## src/common/tcmv_pkg.sv

```systemverilog
// constants, field layout and mode type for one timer channel block
// assumes a 32-bit axi4-lite bus with byte registers in the low lane
package tcmv_pkg;

  localparam int unsigned ADDR_W = 8;

  // register byte addresses, one aligned word each
  localparam logic [ADDR_W-1:0] ADDR_CTRL   = 8'h00;
  localparam logic [ADDR_W-1:0] ADDR_VAL_HI = 8'h04;
  localparam logic [ADDR_W-1:0] ADDR_VAL_LO = 8'h08;
  localparam logic [ADDR_W-1:0] ADDR_CFG    = 8'h0C;

  // channel_control field positions
  localparam int unsigned CTRL_ELS_LO = 2;
  localparam int unsigned CTRL_ELS_HI = 3;
  localparam int unsigned CTRL_MS_LO  = 4;
  localparam int unsigned CTRL_MS_HI  = 5;

  // timer_config field positions
  localparam int unsigned CFG_CENTER_ALIGN_SELECT   = 0;
  localparam int unsigned CFG_CLKS_LO = 1;
  localparam int unsigned CFG_CLKS_HI = 2;

  // edge/level encodings
  localparam logic [1:0] ELS_OFF  = 2'h0;
  localparam logic [1:0] ELS_RISE = 2'h1;
  localparam logic [1:0] ELS_FALL = 2'h2;
  localparam logic [1:0] ELS_BOTH = 2'h3;

  // clock select: 00 none, 01 bus, 10 fixed, 11 external
  localparam logic [1:0] CLKS_NONE = 2'h0;

  localparam logic [3:0]  CTRL_RESET  = 4'h0;
  localparam logic [2:0]  CFG_RESET   = 3'h0;
  localparam logic [15:0] VALUE_RESET = 16'h0000;
  localparam logic [15:0] MOD_FREE    = 16'h0000;
  localparam logic [15:0] FREE_TOP    = 16'hFFFF;
  localparam logic [15:0] COUNT_ZERO  = 16'h0000;

  localparam logic [1:0] RESP_OKAY   = 2'h0;
  localparam logic [1:0] RESP_SLVERR = 2'h2;

  typedef enum logic [1:0] {
    MODE_CAPTURE,
    MODE_COMPARE,
    MODE_EDGE_ALIGNED_PWM,
    MODE_CENTER_ALIGNED_PWM
  } tcmv_mode_t;

endpackage : tcmv_pkg

```

## src/hdl/tcmv_channel.sv

```systemverilog
// one timer channel: mode decode, pin action, coherent 16-bit value access
// assumes the main counter, modulo and debug state come from outside,
// and that count_advance pulses in the cycle counter_value takes a new value
//
// Overview of operation
// - center-align off and mode hi bit set gives edge-aligned pwm.
// - center-align off, mode hi clear: mode lo picks capture or compare.
// - edge/level 00 releases the pin to general-purpose io.
// - capture edge: 01 rising, 10 falling, 11 both.
// - compare match: 01 toggles, 10 drives low, 11 drives high.
// - edge pwm: 10 high-true clear on match, x1 low-true set on match.
// - center pwm: 10 clears on up match, x1 sets on up match.
// - value register holds capture or compare value, reset to zero.
// - capture mode read of one byte latches both until other byte read.
// - any control write releases the read latch, debug or not.
// - value writes are ignored in capture mode.
// - in debug the read latch keeps its state except control writes.
// - debug reads return live value, not the read buffer.
// - compare/pwm writes buffer both bytes, then load as one word.
// - with no clock selected, load on the second byte write.
// - clock selected in compare mode: load on next counter change.
// - clock selected in pwm: load as counter steps to modulo.
// - a control write resets the write byte sequence.
// - debug writes go straight to the value, buffer state frozen.
// - debug writes leave a half-done buffered sequence intact.
// - the block's center-align bit forces this channel to center pwm.
// - clock select 00 means no clock and a stopped counter.
`timescale 1ns/1ps
`default_nettype none

module tcmv_channel (
  // clock and reset
  input  wire logic        aclk,
  input  wire logic        aresetn,
  // axi4-lite write address
  input  wire logic [7:0]  s_axi_awaddr,
  input  wire logic        s_axi_awvalid,
  output logic             s_axi_awready,
  // axi4-lite write data
  input  wire logic [31:0] s_axi_wdata,
  input  wire logic [3:0]  s_axi_wstrb,
  input  wire logic        s_axi_wvalid,
  output logic             s_axi_wready,
  // axi4-lite write response
  output logic [1:0]       s_axi_bresp,
  output logic             s_axi_bvalid,
  input  wire logic        s_axi_bready,
  // axi4-lite read
  input  wire logic [7:0]  s_axi_araddr,
  input  wire logic        s_axi_arvalid,
  output logic             s_axi_arready,
  output logic [31:0]      s_axi_rdata,
  output logic [1:0]       s_axi_rresp,
  output logic             s_axi_rvalid,
  input  wire logic        s_axi_rready,
  // main counter context
  input  wire logic [15:0] counter_value,
  input  wire logic [15:0] modulo_value,
  input  wire logic        count_advance,
  input  wire logic        count_up,
  input  wire logic        background_debug_mode,
  // channel pin
  input  wire logic        pin_in,
  output logic             pin_out,
  output logic             pin_oe,
  output logic             pin_timer_owned,
  // channel events
  output logic             capture_event,
  output logic             compare_match
);

  logic [3:0]          ctrl_q;
  logic [2:0]          cfg_q;
  logic [15:0]         value_q;
  logic [7:0]          awaddr_q;
  logic                aw_have_q;
  logic [7:0]          wdata_q;
  logic                wlane_q;
  logic                w_have_q;
  logic                bvalid_q;
  logic [1:0]          bresp_q;
  logic                rvalid_q;
  logic [31:0]         rdata_q;
  logic [1:0]          rresp_q;
  logic                rd_latched_q;
  logic                rd_first_hi_q;
  logic [15:0]         rd_buf_q;
  logic [15:0]         wr_buf_q;
  logic                wr_got_hi_q;
  logic                wr_got_lo_q;
  logic                wr_pend_q;
  logic                pin_q;
  logic                pin_prev_q;
  tcmv_pkg::tcmv_mode_t mode;
  logic [1:0]          els;
  logic [1:0]          clks;
  logic                wr_fire;
  logic                rd_fire;
  logic                wr_ctrl;
  logic                wr_cfg;
  logic                wr_hi;
  logic                wr_lo;
  logic                wr_val;
  logic                rd_hi;
  logic                rd_lo;
  logic                buf_wr;
  logic                dbg_wr;
  logic [15:0]         wr_buf_d;
  logic                wr_both_d;
  logic                imm_load;
  logic                pend_load;
  logic [15:0]         pwm_top;
  logic                rise;
  logic                fall;
  logic                match_hit;
  logic [7:0]          rd_byte;
  logic                rd_ok;

  // ctrl_q keeps the control bits from edge_level_lo upward
  localparam int unsigned CTRL_BASE = tcmv_pkg::CTRL_ELS_LO;
  localparam int unsigned ELS_HI_B  = tcmv_pkg::CTRL_ELS_HI - CTRL_BASE;
  localparam int unsigned MS_LO_B   = tcmv_pkg::CTRL_MS_LO - CTRL_BASE;
  localparam int unsigned MS_HI_B   = tcmv_pkg::CTRL_MS_HI - CTRL_BASE;

  assign els  = ctrl_q[ELS_HI_B:0];
  assign clks = cfg_q[tcmv_pkg::CFG_CLKS_HI:tcmv_pkg::CFG_CLKS_LO];

  // mode decode
  always_comb begin
    if (cfg_q[tcmv_pkg::CFG_CENTER_ALIGN_SELECT]) begin
      mode = tcmv_pkg::MODE_CENTER_ALIGNED_PWM;
    end else if (ctrl_q[MS_HI_B]) begin
      mode = tcmv_pkg::MODE_EDGE_ALIGNED_PWM;
    end else if (ctrl_q[MS_LO_B]) begin
      mode = tcmv_pkg::MODE_COMPARE;
    end else begin
      mode = tcmv_pkg::MODE_CAPTURE;
    end
  end

  // pin ownership: only the output modes drive, only non-zero els owns
  assign pin_timer_owned = (els != tcmv_pkg::ELS_OFF);
  assign pin_oe = pin_timer_owned && (mode != tcmv_pkg::MODE_CAPTURE);
  assign pin_out = pin_q;

  // bus handshakes
  assign s_axi_awready = !aw_have_q;
  assign s_axi_wready  = !w_have_q;
  assign s_axi_bvalid  = bvalid_q;
  assign s_axi_bresp   = bresp_q;
  assign s_axi_arready = !rvalid_q;
  assign s_axi_rvalid  = rvalid_q;
  assign s_axi_rdata   = rdata_q;
  assign s_axi_rresp   = rresp_q;

  assign wr_fire = aw_have_q && w_have_q && !bvalid_q;
  assign rd_fire = s_axi_arvalid && !rvalid_q;
  // narrow registers only take the low byte lane
  assign wr_ctrl = wr_fire && wlane_q && awaddr_q == tcmv_pkg::ADDR_CTRL;
  assign wr_cfg  = wr_fire && wlane_q && awaddr_q == tcmv_pkg::ADDR_CFG;
  assign wr_hi   = wr_fire && wlane_q && awaddr_q == tcmv_pkg::ADDR_VAL_HI;
  assign wr_lo   = wr_fire && wlane_q && awaddr_q == tcmv_pkg::ADDR_VAL_LO;
  assign wr_val  = (wr_hi || wr_lo) && mode != tcmv_pkg::MODE_CAPTURE;
  assign buf_wr  = wr_val && !background_debug_mode;
  assign dbg_wr  = wr_val && background_debug_mode;
  assign rd_hi   = rd_fire && s_axi_araddr == tcmv_pkg::ADDR_VAL_HI;
  assign rd_lo   = rd_fire && s_axi_araddr == tcmv_pkg::ADDR_VAL_LO;

  // write buffer view including the byte arriving this cycle
  always_comb begin
    wr_buf_d = wr_buf_q;
    if (buf_wr && wr_hi) begin
      wr_buf_d[15:8] = wdata_q;
    end
    if (buf_wr && wr_lo) begin
      wr_buf_d[7:0] = wdata_q;
    end
    wr_both_d = (wr_got_hi_q || wr_hi) && (wr_got_lo_q || wr_lo);
  end

  assign imm_load = buf_wr && wr_both_d && clks == tcmv_pkg::CLKS_NONE;
  // a modulo of zero means the counter runs free to its top
  assign pwm_top = (modulo_value == tcmv_pkg::MOD_FREE) ?
                   tcmv_pkg::FREE_TOP : modulo_value;
  always_comb begin
    pend_load = 1'b0;
    if (wr_pend_q && count_advance) begin
      if (mode == tcmv_pkg::MODE_COMPARE) begin
        pend_load = 1'b1;
      end else if (mode != tcmv_pkg::MODE_CAPTURE) begin
        pend_load = (counter_value == pwm_top);
      end
    end
  end

  // pin edges; pin is synchronous, the caller owns settle time
  assign rise = pin_in && !pin_prev_q;
  assign fall = !pin_in && pin_prev_q;
  always_comb begin
    capture_event = 1'b0;
    if (mode == tcmv_pkg::MODE_CAPTURE) begin
      unique case (els)
        tcmv_pkg::ELS_RISE: capture_event = rise;
        tcmv_pkg::ELS_FALL: capture_event = fall;
        tcmv_pkg::ELS_BOTH: capture_event = rise || fall;
        tcmv_pkg::ELS_OFF:  capture_event = 1'b0;
      endcase
    end
  end

  assign match_hit = count_advance && counter_value == value_q;
  assign compare_match = match_hit && mode != tcmv_pkg::MODE_CAPTURE;

  always_ff @(posedge aclk) begin
    if (!aresetn) begin
      pin_prev_q <= 1'b0;
    end else begin
      pin_prev_q <= pin_in;
    end
  end

  // waveform
  always_ff @(posedge aclk) begin
    if (!aresetn) begin
      pin_q <= 1'b0;
    end else begin
      unique case (mode)
        tcmv_pkg::MODE_CAPTURE: pin_q <= 1'b0;
        tcmv_pkg::MODE_COMPARE: begin
          if (match_hit) begin
            unique case (els)
              tcmv_pkg::ELS_RISE: pin_q <= !pin_q;
              tcmv_pkg::ELS_FALL: pin_q <= 1'b0;
              tcmv_pkg::ELS_BOTH: pin_q <= 1'b1;
              tcmv_pkg::ELS_OFF:  pin_q <= pin_q;
            endcase
          end
        end
        tcmv_pkg::MODE_EDGE_ALIGNED_PWM: begin
          // period starts at the wrap to zero, match ends the pulse
          if (match_hit) begin
            pin_q <= els[0];
          end else if (count_advance &&
                       counter_value == tcmv_pkg::COUNT_ZERO) begin
            pin_q <= !els[0];
          end
        end
        tcmv_pkg::MODE_CENTER_ALIGNED_PWM: begin
          if (match_hit) begin
            pin_q <= count_up ? els[0] : !els[0];
          end
        end
      endcase
    end
  end

  // control and configuration registers
  always_ff @(posedge aclk) begin
    if (!aresetn) begin
      ctrl_q <= tcmv_pkg::CTRL_RESET;
      cfg_q  <= tcmv_pkg::CFG_RESET;
    end else begin
      if (wr_ctrl) begin
        ctrl_q <= wdata_q[tcmv_pkg::CTRL_MS_HI:tcmv_pkg::CTRL_ELS_LO];
      end
      if (wr_cfg) begin
        cfg_q <= wdata_q[tcmv_pkg::CFG_CLKS_HI:tcmv_pkg::CFG_CENTER_ALIGN_SELECT];
      end
    end
  end

  // channel value: capture beats any bus load in the same cycle
  always_ff @(posedge aclk) begin
    if (!aresetn) begin
      value_q <= tcmv_pkg::VALUE_RESET;
    end else if (capture_event) begin
      value_q <= counter_value;
    end else if (dbg_wr && wr_hi) begin
      value_q[15:8] <= wdata_q;
    end else if (dbg_wr) begin
      value_q[7:0] <= wdata_q;
    end else if (imm_load) begin
      value_q <= wr_buf_d;
    end else if (pend_load) begin
      value_q <= wr_buf_q;
    end
  end

  // write coherency; debug writes never touch it
  always_ff @(posedge aclk) begin
    if (!aresetn) begin
      wr_buf_q    <= tcmv_pkg::VALUE_RESET;
      wr_got_hi_q <= 1'b0;
      wr_got_lo_q <= 1'b0;
      wr_pend_q   <= 1'b0;
    end else if (wr_ctrl) begin
      wr_got_hi_q <= 1'b0;
      wr_got_lo_q <= 1'b0;
      wr_pend_q   <= 1'b0;
    end else if (buf_wr) begin
      wr_buf_q <= wr_buf_d;
      if (wr_both_d) begin
        wr_got_hi_q <= 1'b0;
        wr_got_lo_q <= 1'b0;
        wr_pend_q   <= (clks != tcmv_pkg::CLKS_NONE);
      end else begin
        wr_got_hi_q <= wr_got_hi_q || wr_hi;
        wr_got_lo_q <= wr_got_lo_q || wr_lo;
        // a load taken this cycle must not be applied again later
        wr_pend_q   <= wr_pend_q && !pend_load;
      end
    end else if (pend_load) begin
      wr_pend_q <= 1'b0;
    end
  end

  // read coherency, only in capture mode and frozen in debug except for control writes
  always_ff @(posedge aclk) begin
    if (!aresetn) begin
      rd_latched_q  <= 1'b0;
      rd_first_hi_q <= 1'b0;
      rd_buf_q      <= tcmv_pkg::VALUE_RESET;
    end else if (wr_ctrl) begin
      rd_latched_q <= 1'b0;
    end else if (!background_debug_mode &&
                 mode == tcmv_pkg::MODE_CAPTURE) begin
      if (!rd_latched_q && (rd_hi || rd_lo)) begin
        rd_latched_q  <= 1'b1;
        rd_first_hi_q <= rd_hi;
        rd_buf_q      <= value_q;
      end else if (rd_latched_q && (rd_first_hi_q ? rd_lo : rd_hi)) begin
        rd_latched_q <= 1'b0;
      end
    end
  end

  // read data select
  always_comb begin
    rd_byte = 8'h00;
    rd_ok   = 1'b1;
    unique case (s_axi_araddr)
      tcmv_pkg::ADDR_CTRL:   rd_byte = {2'h0, ctrl_q, 2'h0};
      tcmv_pkg::ADDR_CFG:    rd_byte = {5'h00, cfg_q};
      tcmv_pkg::ADDR_VAL_HI: begin
        if (rd_latched_q && !background_debug_mode) begin
          rd_byte = rd_buf_q[15:8];
        end else begin
          rd_byte = value_q[15:8];
        end
      end
      tcmv_pkg::ADDR_VAL_LO: begin
        if (rd_latched_q && !background_debug_mode) begin
          rd_byte = rd_buf_q[7:0];
        end else begin
          rd_byte = value_q[7:0];
        end
      end
      default: rd_ok = 1'b0;
    endcase
  end

  // bus write side
  always_ff @(posedge aclk) begin
    if (!aresetn) begin
      aw_have_q <= 1'b0;
      w_have_q  <= 1'b0;
      awaddr_q  <= 8'h00;
      wdata_q   <= 8'h00;
      wlane_q   <= 1'b0;
      bvalid_q  <= 1'b0;
      bresp_q   <= tcmv_pkg::RESP_OKAY;
    end else begin
      if (s_axi_awvalid && !aw_have_q) begin
        aw_have_q <= 1'b1;
        awaddr_q  <= s_axi_awaddr;
      end
      if (s_axi_wvalid && !w_have_q) begin
        w_have_q <= 1'b1;
        wdata_q  <= s_axi_wdata[7:0];
        wlane_q  <= s_axi_wstrb[0];
      end
      if (wr_fire) begin
        aw_have_q <= 1'b0;
        w_have_q  <= 1'b0;
        bvalid_q  <= 1'b1;
        bresp_q   <= (awaddr_q == tcmv_pkg::ADDR_CTRL ||
                      awaddr_q == tcmv_pkg::ADDR_CFG ||
                      awaddr_q == tcmv_pkg::ADDR_VAL_HI ||
                      awaddr_q == tcmv_pkg::ADDR_VAL_LO) ?
                     tcmv_pkg::RESP_OKAY : tcmv_pkg::RESP_SLVERR;
      end else if (s_axi_bready) begin
        bvalid_q <= 1'b0;
      end
    end
  end

  // bus read side
  always_ff @(posedge aclk) begin
    if (!aresetn) begin
      rvalid_q <= 1'b0;
      rdata_q  <= 32'h0000_0000;
      rresp_q  <= tcmv_pkg::RESP_OKAY;
    end else if (rd_fire) begin
      rvalid_q <= 1'b1;
      rdata_q  <= {24'h00_0000, rd_byte};
      rresp_q  <= rd_ok ? tcmv_pkg::RESP_OKAY : tcmv_pkg::RESP_SLVERR;
    end else if (s_axi_rready) begin
      rvalid_q <= 1'b0;
    end
  end

  property p_edge_aligned_pwm_sel;
    @(posedge aclk) disable iff (!aresetn)
    !cfg_q[0] && ctrl_q[3] |-> mode == tcmv_pkg::MODE_EDGE_ALIGNED_PWM;
  endproperty
  a_edge_aligned_pwm_sel: assert property (p_edge_aligned_pwm_sel) else $error("edge_aligned_pwm not selected");

  property p_cap_cmp_sel;
    @(posedge aclk) disable iff (!aresetn)
    !cfg_q[0] && !ctrl_q[3] |->
      mode == (ctrl_q[2] ? tcmv_pkg::MODE_COMPARE : tcmv_pkg::MODE_CAPTURE);
  endproperty
  a_cap_cmp_sel: assert property (p_cap_cmp_sel) else $error("bad mode");

  property p_gpio;
    @(posedge aclk) disable iff (!aresetn)
    els == 2'h0 |-> !pin_oe && !pin_timer_owned && !capture_event;
  endproperty
  a_gpio: assert property (p_gpio) else $error("pin not released");

  property p_rise_cap;
    @(posedge aclk) disable iff (!aresetn)
    mode == tcmv_pkg::MODE_CAPTURE && els == 2'h1 && pin_in && !pin_prev_q
      |=> value_q == $past(counter_value);
  endproperty
  a_rise_cap: assert property (p_rise_cap) else $error("no capture");

  property p_toggle;
    @(posedge aclk) disable iff (!aresetn)
    mode == tcmv_pkg::MODE_COMPARE && els == 2'h1 && match_hit
      |=> pin_out != $past(pin_out);
  endproperty
  a_toggle: assert property (p_toggle) else $error("no toggle");

  property p_edge_aligned_pwm_clr;
    @(posedge aclk) disable iff (!aresetn)
    mode == tcmv_pkg::MODE_EDGE_ALIGNED_PWM && els == 2'h2 && match_hit |=> !pin_out;
  endproperty
  a_edge_aligned_pwm_clr: assert property (p_edge_aligned_pwm_clr) else $error("edge_aligned_pwm not low");

  property p_center_aligned_pwm_up;
    @(posedge aclk) disable iff (!aresetn)
    mode == tcmv_pkg::MODE_CENTER_ALIGNED_PWM && match_hit && count_up
      |=> pin_out == $past(els[0]);
  endproperty
  a_center_aligned_pwm_up: assert property (p_center_aligned_pwm_up) else $error("center_aligned_pwm level");

  property p_reset_val;
    @(posedge aclk) disable iff (!aresetn)
    $rose(aresetn) |-> value_q == 16'h0000 && !pin_out;
  endproperty
  a_reset_val: assert property (p_reset_val) else $error("value not 0");

  property p_ctrl_clr;
    @(posedge aclk) disable iff (!aresetn)
    wr_ctrl |=> !rd_latched_q && !wr_got_hi_q && !wr_got_lo_q;
  endproperty
  a_ctrl_clr: assert property (p_ctrl_clr) else $error("latch kept");

  property p_cap_nowr;
    @(posedge aclk) disable iff (!aresetn)
    (wr_hi || wr_lo) && mode == tcmv_pkg::MODE_CAPTURE && !capture_event
      |=> $stable(value_q);
  endproperty
  a_cap_nowr: assert property (p_cap_nowr) else $error("cap write");

  property p_imm;
    @(posedge aclk) disable iff (!aresetn)
    wr_lo && !background_debug_mode && mode == tcmv_pkg::MODE_COMPARE &&
      wr_got_hi_q && clks == 2'h0 && !capture_event
      |=> value_q == {$past(wr_buf_q[15:8]), $past(wdata_q)};
  endproperty
  a_imm: assert property (p_imm) else $error("no immediate load");

endmodule : tcmv_channel

`default_nettype wire
```

## config.mk

```make
export PLATFORM = sky130hd
export DESIGN_NAME = tcmv_channel
export DESIGN_NICKNAME = d
export VERILOG_FILES = /design/src/common/tcmv_pkg.sv /design/src/hdl/tcmv_channel.sv
export SDC_FILE = /design/constraint.sdc
export NUM_CORES = 1
export LEC_CHECK = 0
export ABC_CLOCK_PERIOD_IN_PS = 5510
export BUFFER_PORTS_ARGS = -buffer_cell sky130_fd_sc_hd__buf_2
export CORE_UTILIZATION = 40
export DETAILED_ROUTE_END_ITERATION = 6
export GPL_TIMING_DRIVEN = 0
export PLACE_DENSITY_LB_ADDON = 0.15
export SKIP_LAST_GASP = 1
export SLEW_MARGIN = 40
export SYNTH_ARGS = -nofsm -noshare
export SYNTH_HDL_FRONTEND = slang
export SYNTH_SLANG_ARGS = --single-unit
```

## constraint.sdc

```tcl
create_clock -name aclk -period 5.51 [get_ports aclk]
set_clock_uncertainty 0.15 [all_clocks]
set_input_delay 0.8265 -clock aclk [delete_from_list [all_inputs] [get_ports aclk]]
set_output_delay 0.8265 -clock aclk [all_outputs]
set_load 0.01 [all_outputs]
```

; ---- Word-level counts from Yosys, hierarchy flattened
; Cells that the tools add are included.
[totals]
reg_bits = 95
latchBits = 0
ram_bits = 0
mem_bits_ro = 0
inputBits = 95
out_inout_bits = 46
word_cells = 165
memories = 0
[classes]
add_sub_neg = 0
n_mul = 0
div = 0
order_cmp = 0
n_eq_ne = 20
shift = 0
muxes = 43
bitwise = 2
reduce_logical = 77
[op_table]
columns = op, n
row1 = $mux W16, 4
row2 = $mux W8, 8
row3 = $logic_and A1 B1 Y1, 33
row4 = $eq A16 B16 Y1, 2
row5 = $eq A8 B4 Y1 const B, 4
row6 = $logic_not A16 Y1, 2
row7 = $pmux W8 S4, 1
row8 = $mux W1, 23
row9 = $eq A8 B3 Y1 const B, 2
row10 = $logic_not A8 Y1, 2
row11 = $reduce_bool A2 Y1, 7
row12 = $logic_not A1 Y1, 11
row13 = $eq A2 B2 Y1 const B, 4
row14 = $logic_or A1 B1 Y1, 8
row15 = $mux W2, 4
row16 = $ne A2 B2 Y1 const B, 4
row17 = $pmux W1 S4, 2
row18 = $reduce_and A2 Y1, 4
row19 = $reduce_bool A4 Y1, 2
row20 = $logic_not A2 Y1, 3
row21 = $eq A2 B1 Y1 const B, 2
row22 = $reduce_and A4 Y1, 1
row23 = $reduce_or A2 Y1, 2
row24 = $reduce_or A4 Y1, 1
row25 = other kinds (5), 6

; ---- Logic depth before layout (Yosys ltp)
; Gate-level depths: netlist (run 1).
[depth]
depth_word = 13
ltp_mapped = 12
ltp_nobuf = 12

; ---- Worst setup path after synthesis (run 1)
; No wires, ideal clock.
[synth_timing]
path_type = input to register
startpoint = input modulo_value[3]
endpoint = register value_q[14]
t_arrival_ns = 3.017
required_ns = 5.245
path_slack_ns = 2.229
path_stages = 10
path_buffers = 2
cell_sequence = nor4_2 -> clkbuf_1 -> a41oi_1 -> xnor2_1 -> nor4_1 -> nand4_1 -> nor3b_4 -> buf_2 -> o21a_1 -> o21a_1
[synth_via]
elab_chain_cells = 8
[synth_rtl]
columns = element, line
row1 = "start, declared", tcmv_channel.sv:58  ; input wire logic [15:0] modulo_value,
row2 = $logic_not A16 Y1, tcmv_channel.sv:183  ; assign pwm_top = (modulo_value == tcmv_pkg::MOD_FREE) ?
row3 = $mux W16 *, tcmv_channel.sv:183
row4 = $eq A16 B16 Y1 *, tcmv_channel.sv:191  ; pend_load = (counter_value == pwm_top);
row5 = $mux W1 *, tcmv_channel.sv:190  ; end else if (mode != tcmv_pkg::MODE_CAPTURE) begin
row6 = $mux W1 *, tcmv_channel.sv:188  ; if (mode == tcmv_pkg::MODE_COMPARE) begin
row7 = $mux W1 *, tcmv_channel.sv:187  ; if (wr_pend_q && count_advance) begin
row8 = $reduce_bool A4 Y1 (no source line) *, -
row9 = $reduce_and A2 Y1 (no source line) *, -
row10 = "end signal, assigned", tcmv_channel.sv:275  ; value_q <= tcmv_pkg::VALUE_RESET;
row11 = "end signal, assigned", tcmv_channel.sv:277  ; value_q <= counter_value;
row12 = "end signal, assigned", tcmv_channel.sv:279  ; value_q[15:8] <= wdata_q;
row13 = "end, declared", tcmv_channel.sv:74  ; logic [15:0] value_q;
; Every way passes the cells marked *; elsewhere a longest branch is shown, timed or not.
; A chain may end at the register's enable or synchronous reset.

; ---- Final worst setup path (run 1)
[layout_timing]
startpoint = input modulo_value[8]
endpoint = register value_q[15]
; Same word-level chain as after synthesis.

==> impl_metrics.ini, run 1 <==
[timing]
hold_viol_final = 0
layout_min_cycle_time_ps = 3693
setup_violations = 0
rsz0062_at_grt = no
clock.fmax_mhz = 270.8
worst_pin_slew_ps = 844.3
post-route-period-util = 0.6703
drv_slew = 0
whs_ps = 301.8
relSlewSlack = 0.4328
fin_setup_tns_ps = 0

[worst_setup_path]
rrSetupSlack_ps = 2340
endpoint_kind = flip-flop
cp-start-kind = primary input
critPathLaunch = modulo_value[8]
crit_arrival_ps = 3780
crit_fanout = 10
crit_chain = buf_2 -> nor4_2 -> clkbuf_1 -> a41oi_1 -> xnor2_1 -> nor4_1 -> nand4_1 -> nor3b_4 -> buf_2 -> o21a_1 -> o21a_1
r2r-start = cfg_q[0]
cp.buffers_inverters = 3
path_class = in2reg
critPathMaxStageDelay_ps = 610
cp_data_required_time_ps = 5600
slowest_stage = nor4_2
crit_family = simple AND/OR/NAND/NOR gates

[clocking]
cts_max_level = 3
cts_root_buf = clkbuf_16
cts_resized = 0
clk_latency_ps = 340
clkTransAtPathRegs_ps = 70
cts.sinks = 93
cts_tree = done
cts_buffers = 9
holdBufCountCts = 0
post_cts_buffers = 0
clockBufferDepth = 2

[grt]
grt_max_degree = 17
grt_usage = 0.2147
grt_pass1_vias = 4531
grt-ovfl-total = 0
grt_pass1_wl_um = 23560
antenna_found_initial = 0

[detailed_routing]
via_per_inst = 5.205
vias = 4825
first_pass_iters = 6
wl_per_cell_um = 15.81
post-route-drc-count = 0
drt.antenna.violating_nets = 0
finalWirelength_um = 14660
detail_route.iter0.violations = 242

[synthesis]
seq_area_frac_synth = 0.3443
synth_cell_types = 57
syn_inst = 625
synth_ff_type = dfxtp_1
ys_seq_elements = 93
async_flop_share = 0
avgSynthCellArea_sq_um = 8.652
synth_edf_count = 0
netlist_area_sq_mm = 0.005408
yosysWarnings = 0

[cells_and_area]
nets = 843
fillers = 1325
area_delta_synth_final_pct = 19.92
drive_gt1_frac = 0.2170
diodes = 0
final_common_cell = nand2_1
final_cell_mix = 106 x nand2_1, 93 x dfxtp_1, 91 x buf_2, 48 x mux2i_1, 34 x nor2b_1

[floorplanning]
die-width_um = 118.3
io_pins = 141
die_y_um = 118.3
start_util = 0.4100
num_rows = 42
die_area_sq_mm = 0.01399
core-area_sq_mm = 0.01319

[placement]
portBuffers = 85
place.gp.congestion = 0.8486
hpwl_um = 11470

[power_and_ir_drop]
p_per_area_mw_per_mm2 = 236.6
power.leakage_nw = 2.660
irDropWorstVdd_uv = 162.3

[flow_run]
drv_cap = 0

[worst_hold_path]
hp-start = rd_buf_q[7]
worst_hold_path_type = reg2reg

[status]
outcome = completed
worst reg2reg max path, stage by stage (launching register included):
cell	delay (ps)
dfxtp_1	390
nor3_1	720
nor3_1	140
nand4_1	140
clkbuf_1	490
o21a_1	210
buf_2	240
mux2i_1	270
nand2_1	100
o211ai_1	120
mux2i_1	90
through the flow:
step	total power (W)	cells	area, sq um	util	setup WS, ps
finish	0.001534	927	6485	0.4917	1817
global route	0.001601	927	6485	0.4917	1642
detailed placement	0.0008758	911	6152	0.4664	1517
global placement	0.0008733	911	6147	0.4660	1575
floorplan	0.0008096	650	5502	-	2229
CTS	0.001551	927	6476	0.4910	1881
flip-flops by register name (all words and copies together) (netlist names), 3 cells and up:
signal / flops
awaddr_q: 8
wr_buf_q: 16
rd_buf_q: 16
ctrl_q: 4
value_q: 16
cfg_q: 3
s_axi_rdata: 8
wdata_q: 8
per-layer routing:
layer  vias up  track usage  wire length [um]
li1       2407            -                 -
met1      2245       0.2744              6624
met2       148       0.3537              6964
met3        25      0.04730               743
met4         0      0.07772               326
met5         -            0                 0
cells in the mapped netlist (3+ instances only):
master,n,area share
or3_1,4,0.0046
a22oi_1,7,0.0097
a21boi_1,10,0.014
inv_1,9,0.0062
dfxtp_1,93,0.34
xnor2_1,31,0.050
or2_2,3,0.0035
nor2b_1,34,0.039
o21a_1,17,0.024
nor2_1,21,0.015
xor2_1,4,0.0065
nor4_1,10,0.012
mux2_2,5,0.010
nor3b_1,4,0.0056
nand3_1,5,0.0046
nand2_1,106,0.074
a21boi_0,27,0.037
o211ai_1,9,0.012
a21oi_1,5,0.0046
nand2b_1,6,0.0069
buf_2,6,0.0056
a221oi_1,12,0.019
a41oi_1,16,0.026
o211a_1,3,0.0056
nand4_1,6,0.0069
buf_4,27,0.037
o21ai_0,12,0.011
clkbuf_1,23,0.016
mux2i_1,48,0.089
nor4_2,5,0.012
and2_1,12,0.014
o22ai_1,3,0.0035
nor3_1,12,0.011
report_power, final:
part           switching (W)  internal, W  leakage [nW]
registers          0.0000135     0.000684         0.753
logic              0.0000892    0.0000746          1.75
clock network       0.000273     0.000400         0.156
total               0.000375      0.00116          2.66
final timing paths:
path,depth (start not counted),endpoint
min reg2reg,2,rd_buf_q[7]
max,11,value_q[15]
min,2,rd_buf_q[7]
max reg2reg,10,value_q[7]
kinds of logic after synthesis:
logic type,count (synthesis),synth area share
other,1,0.0006935
AND/OR/NAND/NOR,240,0.2298
buffers and inverters,69,0.06941
AO/OA/AOI/OAI,132,0.1953
adder cells (fa/ha/maj),2,0.004627
XOR/XNOR,35,0.05669
flip-flops,93,0.3443
multiplexers,53,0.09926
final cells by class:
type                            instances  area [sq um]  area share
Clock inverter                          7         98.84     0.01524
Sequential cell                        93          1862      0.2871
Inverter                               10         37.54    0.005788
Tap cell                              176         220.2     0.03396
Multi-Input combinational cell        488          3278      0.5055
Timing Repair Buffer                   85         425.4     0.06560
Buffer                                 59         337.8     0.05209
Clock buffer                            9         225.2     0.03473
No activity file was read; power rests on OpenSTA's default activity.
==> run 2: changes to the inputs <==
--- a/config.mk
+++ b/config.mk
@@ -5,7 +5,7 @@
 export SDC_FILE = /design/constraint.sdc
 export NUM_CORES = 1
 export LEC_CHECK = 0
-export ABC_CLOCK_PERIOD_IN_PS = 5510
+export ABC_CLOCK_PERIOD_IN_PS = 3000
 export BUFFER_PORTS_ARGS = -buffer_cell sky130_fd_sc_hd__buf_2
 export CORE_UTILIZATION = 40
 export DETAILED_ROUTE_END_ITERATION = 6
==> constraint.sdc (replaced) <==
create_clock -name aclk -period 3 [get_ports aclk]
set_clock_uncertainty 0.15 [all_clocks]
set_input_delay 0.45 -clock aclk [delete_from_list [all_inputs] [get_ports aclk]]
set_output_delay 0.45 -clock aclk [all_outputs]
set_load 0.01 [all_outputs]
==> impl_metrics.ini, run 2 (synthesis gave the netlist of run 1 again) <==
[status]
outcome = finished with violations
violations = design-rule violations

[clocking]
cts_buffers = 9
cts_max_level = 3
clk_latency_ps = 340
clkTransAtPathRegs_ps = 70
clockBufferDepth = 2
cts.sinks = 93
cts_tree = done
cts_root_buf = clkbuf_16

[worst_setup_path]
crit_arrival_ps = 3050
cp-start-kind = flip-flop
cp_data_required_time_ps = 3090
slowest_stage = or4_4
critPathMaxStageDelay_ps = 590
crit_chain = or4_4 -> or3_1 -> buf_6 -> or3_4 -> o311ai_4 -> nor3b_4 -> clkbuf_4 -> o21a_1 -> o21a_1
path_class = reg2reg
endpoint_kind = flip-flop
crit_fanout = 10
critPathMostFrequentCell = o21a_1

[grt]
grt_pass1_wl_um = 23810
grt_max_degree = 17
antenna_found_initial = 0
grt_pass1_vias = 4581
grt_usage = 0.2169
grt-ovfl-total = 0

[cells_and_area]
final_cell_mix = 106 x nand2_1, 93 x dfxtp_1, 88 x buf_2, 44 x mux2i_1, 39 x buf_4
nets = 856
reg_top3 = rd_buf_q: 16 flops, value_q: 16 flops, wr_buf_q: 16 flops
area_delta_synth_final_pct = 24.57
fillers = 1298
drive_gt1_frac = 0.2500
post-route-util = 0.5107
final_common_cell = nand2_1
diodes = 0

[placement]
portBuffers = 85
place.gp.congestion = 0.8486
hpwl_um = 11470

[power_and_ir_drop]
power.leakage_nw = 2.740
p_per_area_mw_per_mm2 = 420.4
irDropWorstVdd_uv = 301.2
fin_total_pwr_w = 0.002832

[detailed_routing]
via_per_inst = 5.198
drt.antenna.violating_nets = 0
wl_per_cell_um = 15.93
first_pass_iters = 7
post-route-drc-count = 4
finalWirelength_um = 14970
vias = 4886
detail_route.iter0.violations = 240

[floorplanning]
die_area_sq_mm = 0.01399
die-width_um = 118.3
io_pins = 141
core-area_sq_mm = 0.01319
die_y_um = 118.3
start_util = 0.4100
num_rows = 42

[timing]
layout_min_cycle_time_ps = 2958
clock.fmax_mhz = 338.1
fin_setup_tns_ps = 0
hold_viol_final = 0
setup_violations = 0
drv_slew = 0
rsz0062_at_grt = yes
worst_pin_slew_ps = 609.6
relSlewSlack = 0.5936
post-route-period-util = 0.9860
whs_ps = 198.5

[worst_hold_path]
worst_hold_path_type = in2reg

[flow_run]
drv_cap = 0
run 2: per-layer routing:
| layer | up-vias | track usage | share of wire |
|---|---|---|---|
| li1 | 2431 | - | - |
| met1 | 2271 | 0.2769 | 0.44 |
| met2 | 152 | 0.3577 | 0.48 |
| met3 | 32 | 0.04633 | 0.055 |
| met4 | 0 | 0.08093 | 0.024 |
| met5 | - | 0 | 0 |
run 2: report_power, final:
group	total [W]	internal (W)	switching (W)
clock	0.00123	0.000734	0.000498
combinational	0.000317	0.000142	0.000175
sequential	0.00128	0.00126	0.0000259
run 2: area by class of cell:
class                      count  area, sq um  area share
tap                          176        220.2     0.03269
inverter                      10        37.54    0.005572
timing repair buffer          99        543.0     0.08061
sequential                    93         1862      0.2764
multi-input combinational    488         3385      0.5024
buffer                        58        365.4     0.05423
clock buffer                   9        225.2     0.03343
clock inverter                 7        98.84     0.01467
run 2: through the flow:
stage / instance area (sq um) / setup slack [ps] / cells
after global routing: 6736 / -41.56 / 940
final: 6736 / 42.11 / 940
after detailed placement: 6152 / -616.1 / 911
after global placement: 6147 / -558.1 / 911
after floorplan: 5502 / 95.00 / 650
after CTS: 6528 / 38.45 / 927
run 2: path summary, 6_finish.rpt:
kind                       from     endpoint  slack (ps)  cells after the start
setup reg to reg    awaddr_q[6]  value_q[15]          40                      9
hold / removal    s_axi_awvalid    aw_have_q         200                      2
hold reg to reg     rd_buf_q[7]  rd_buf_q[7]         300                      2
setup / recovery    awaddr_q[6]  value_q[15]          40                      9
run 2: worst max-delay path: cells and delay by family (launching register included):
family	cells	cell delay, ps
buffers and inverters	2	350
and+or+nand+nor	4	1520
DFF	1	310
AOI/OAI and AO/OA	3	510
run 2: timing repair:
action,CTS,global route
hold buffers,0,0
setup endpoints to repair,20,18
gates cloned,0,0
pin swaps,0,6
buffers inserted,0,14
resized for setup,10,26
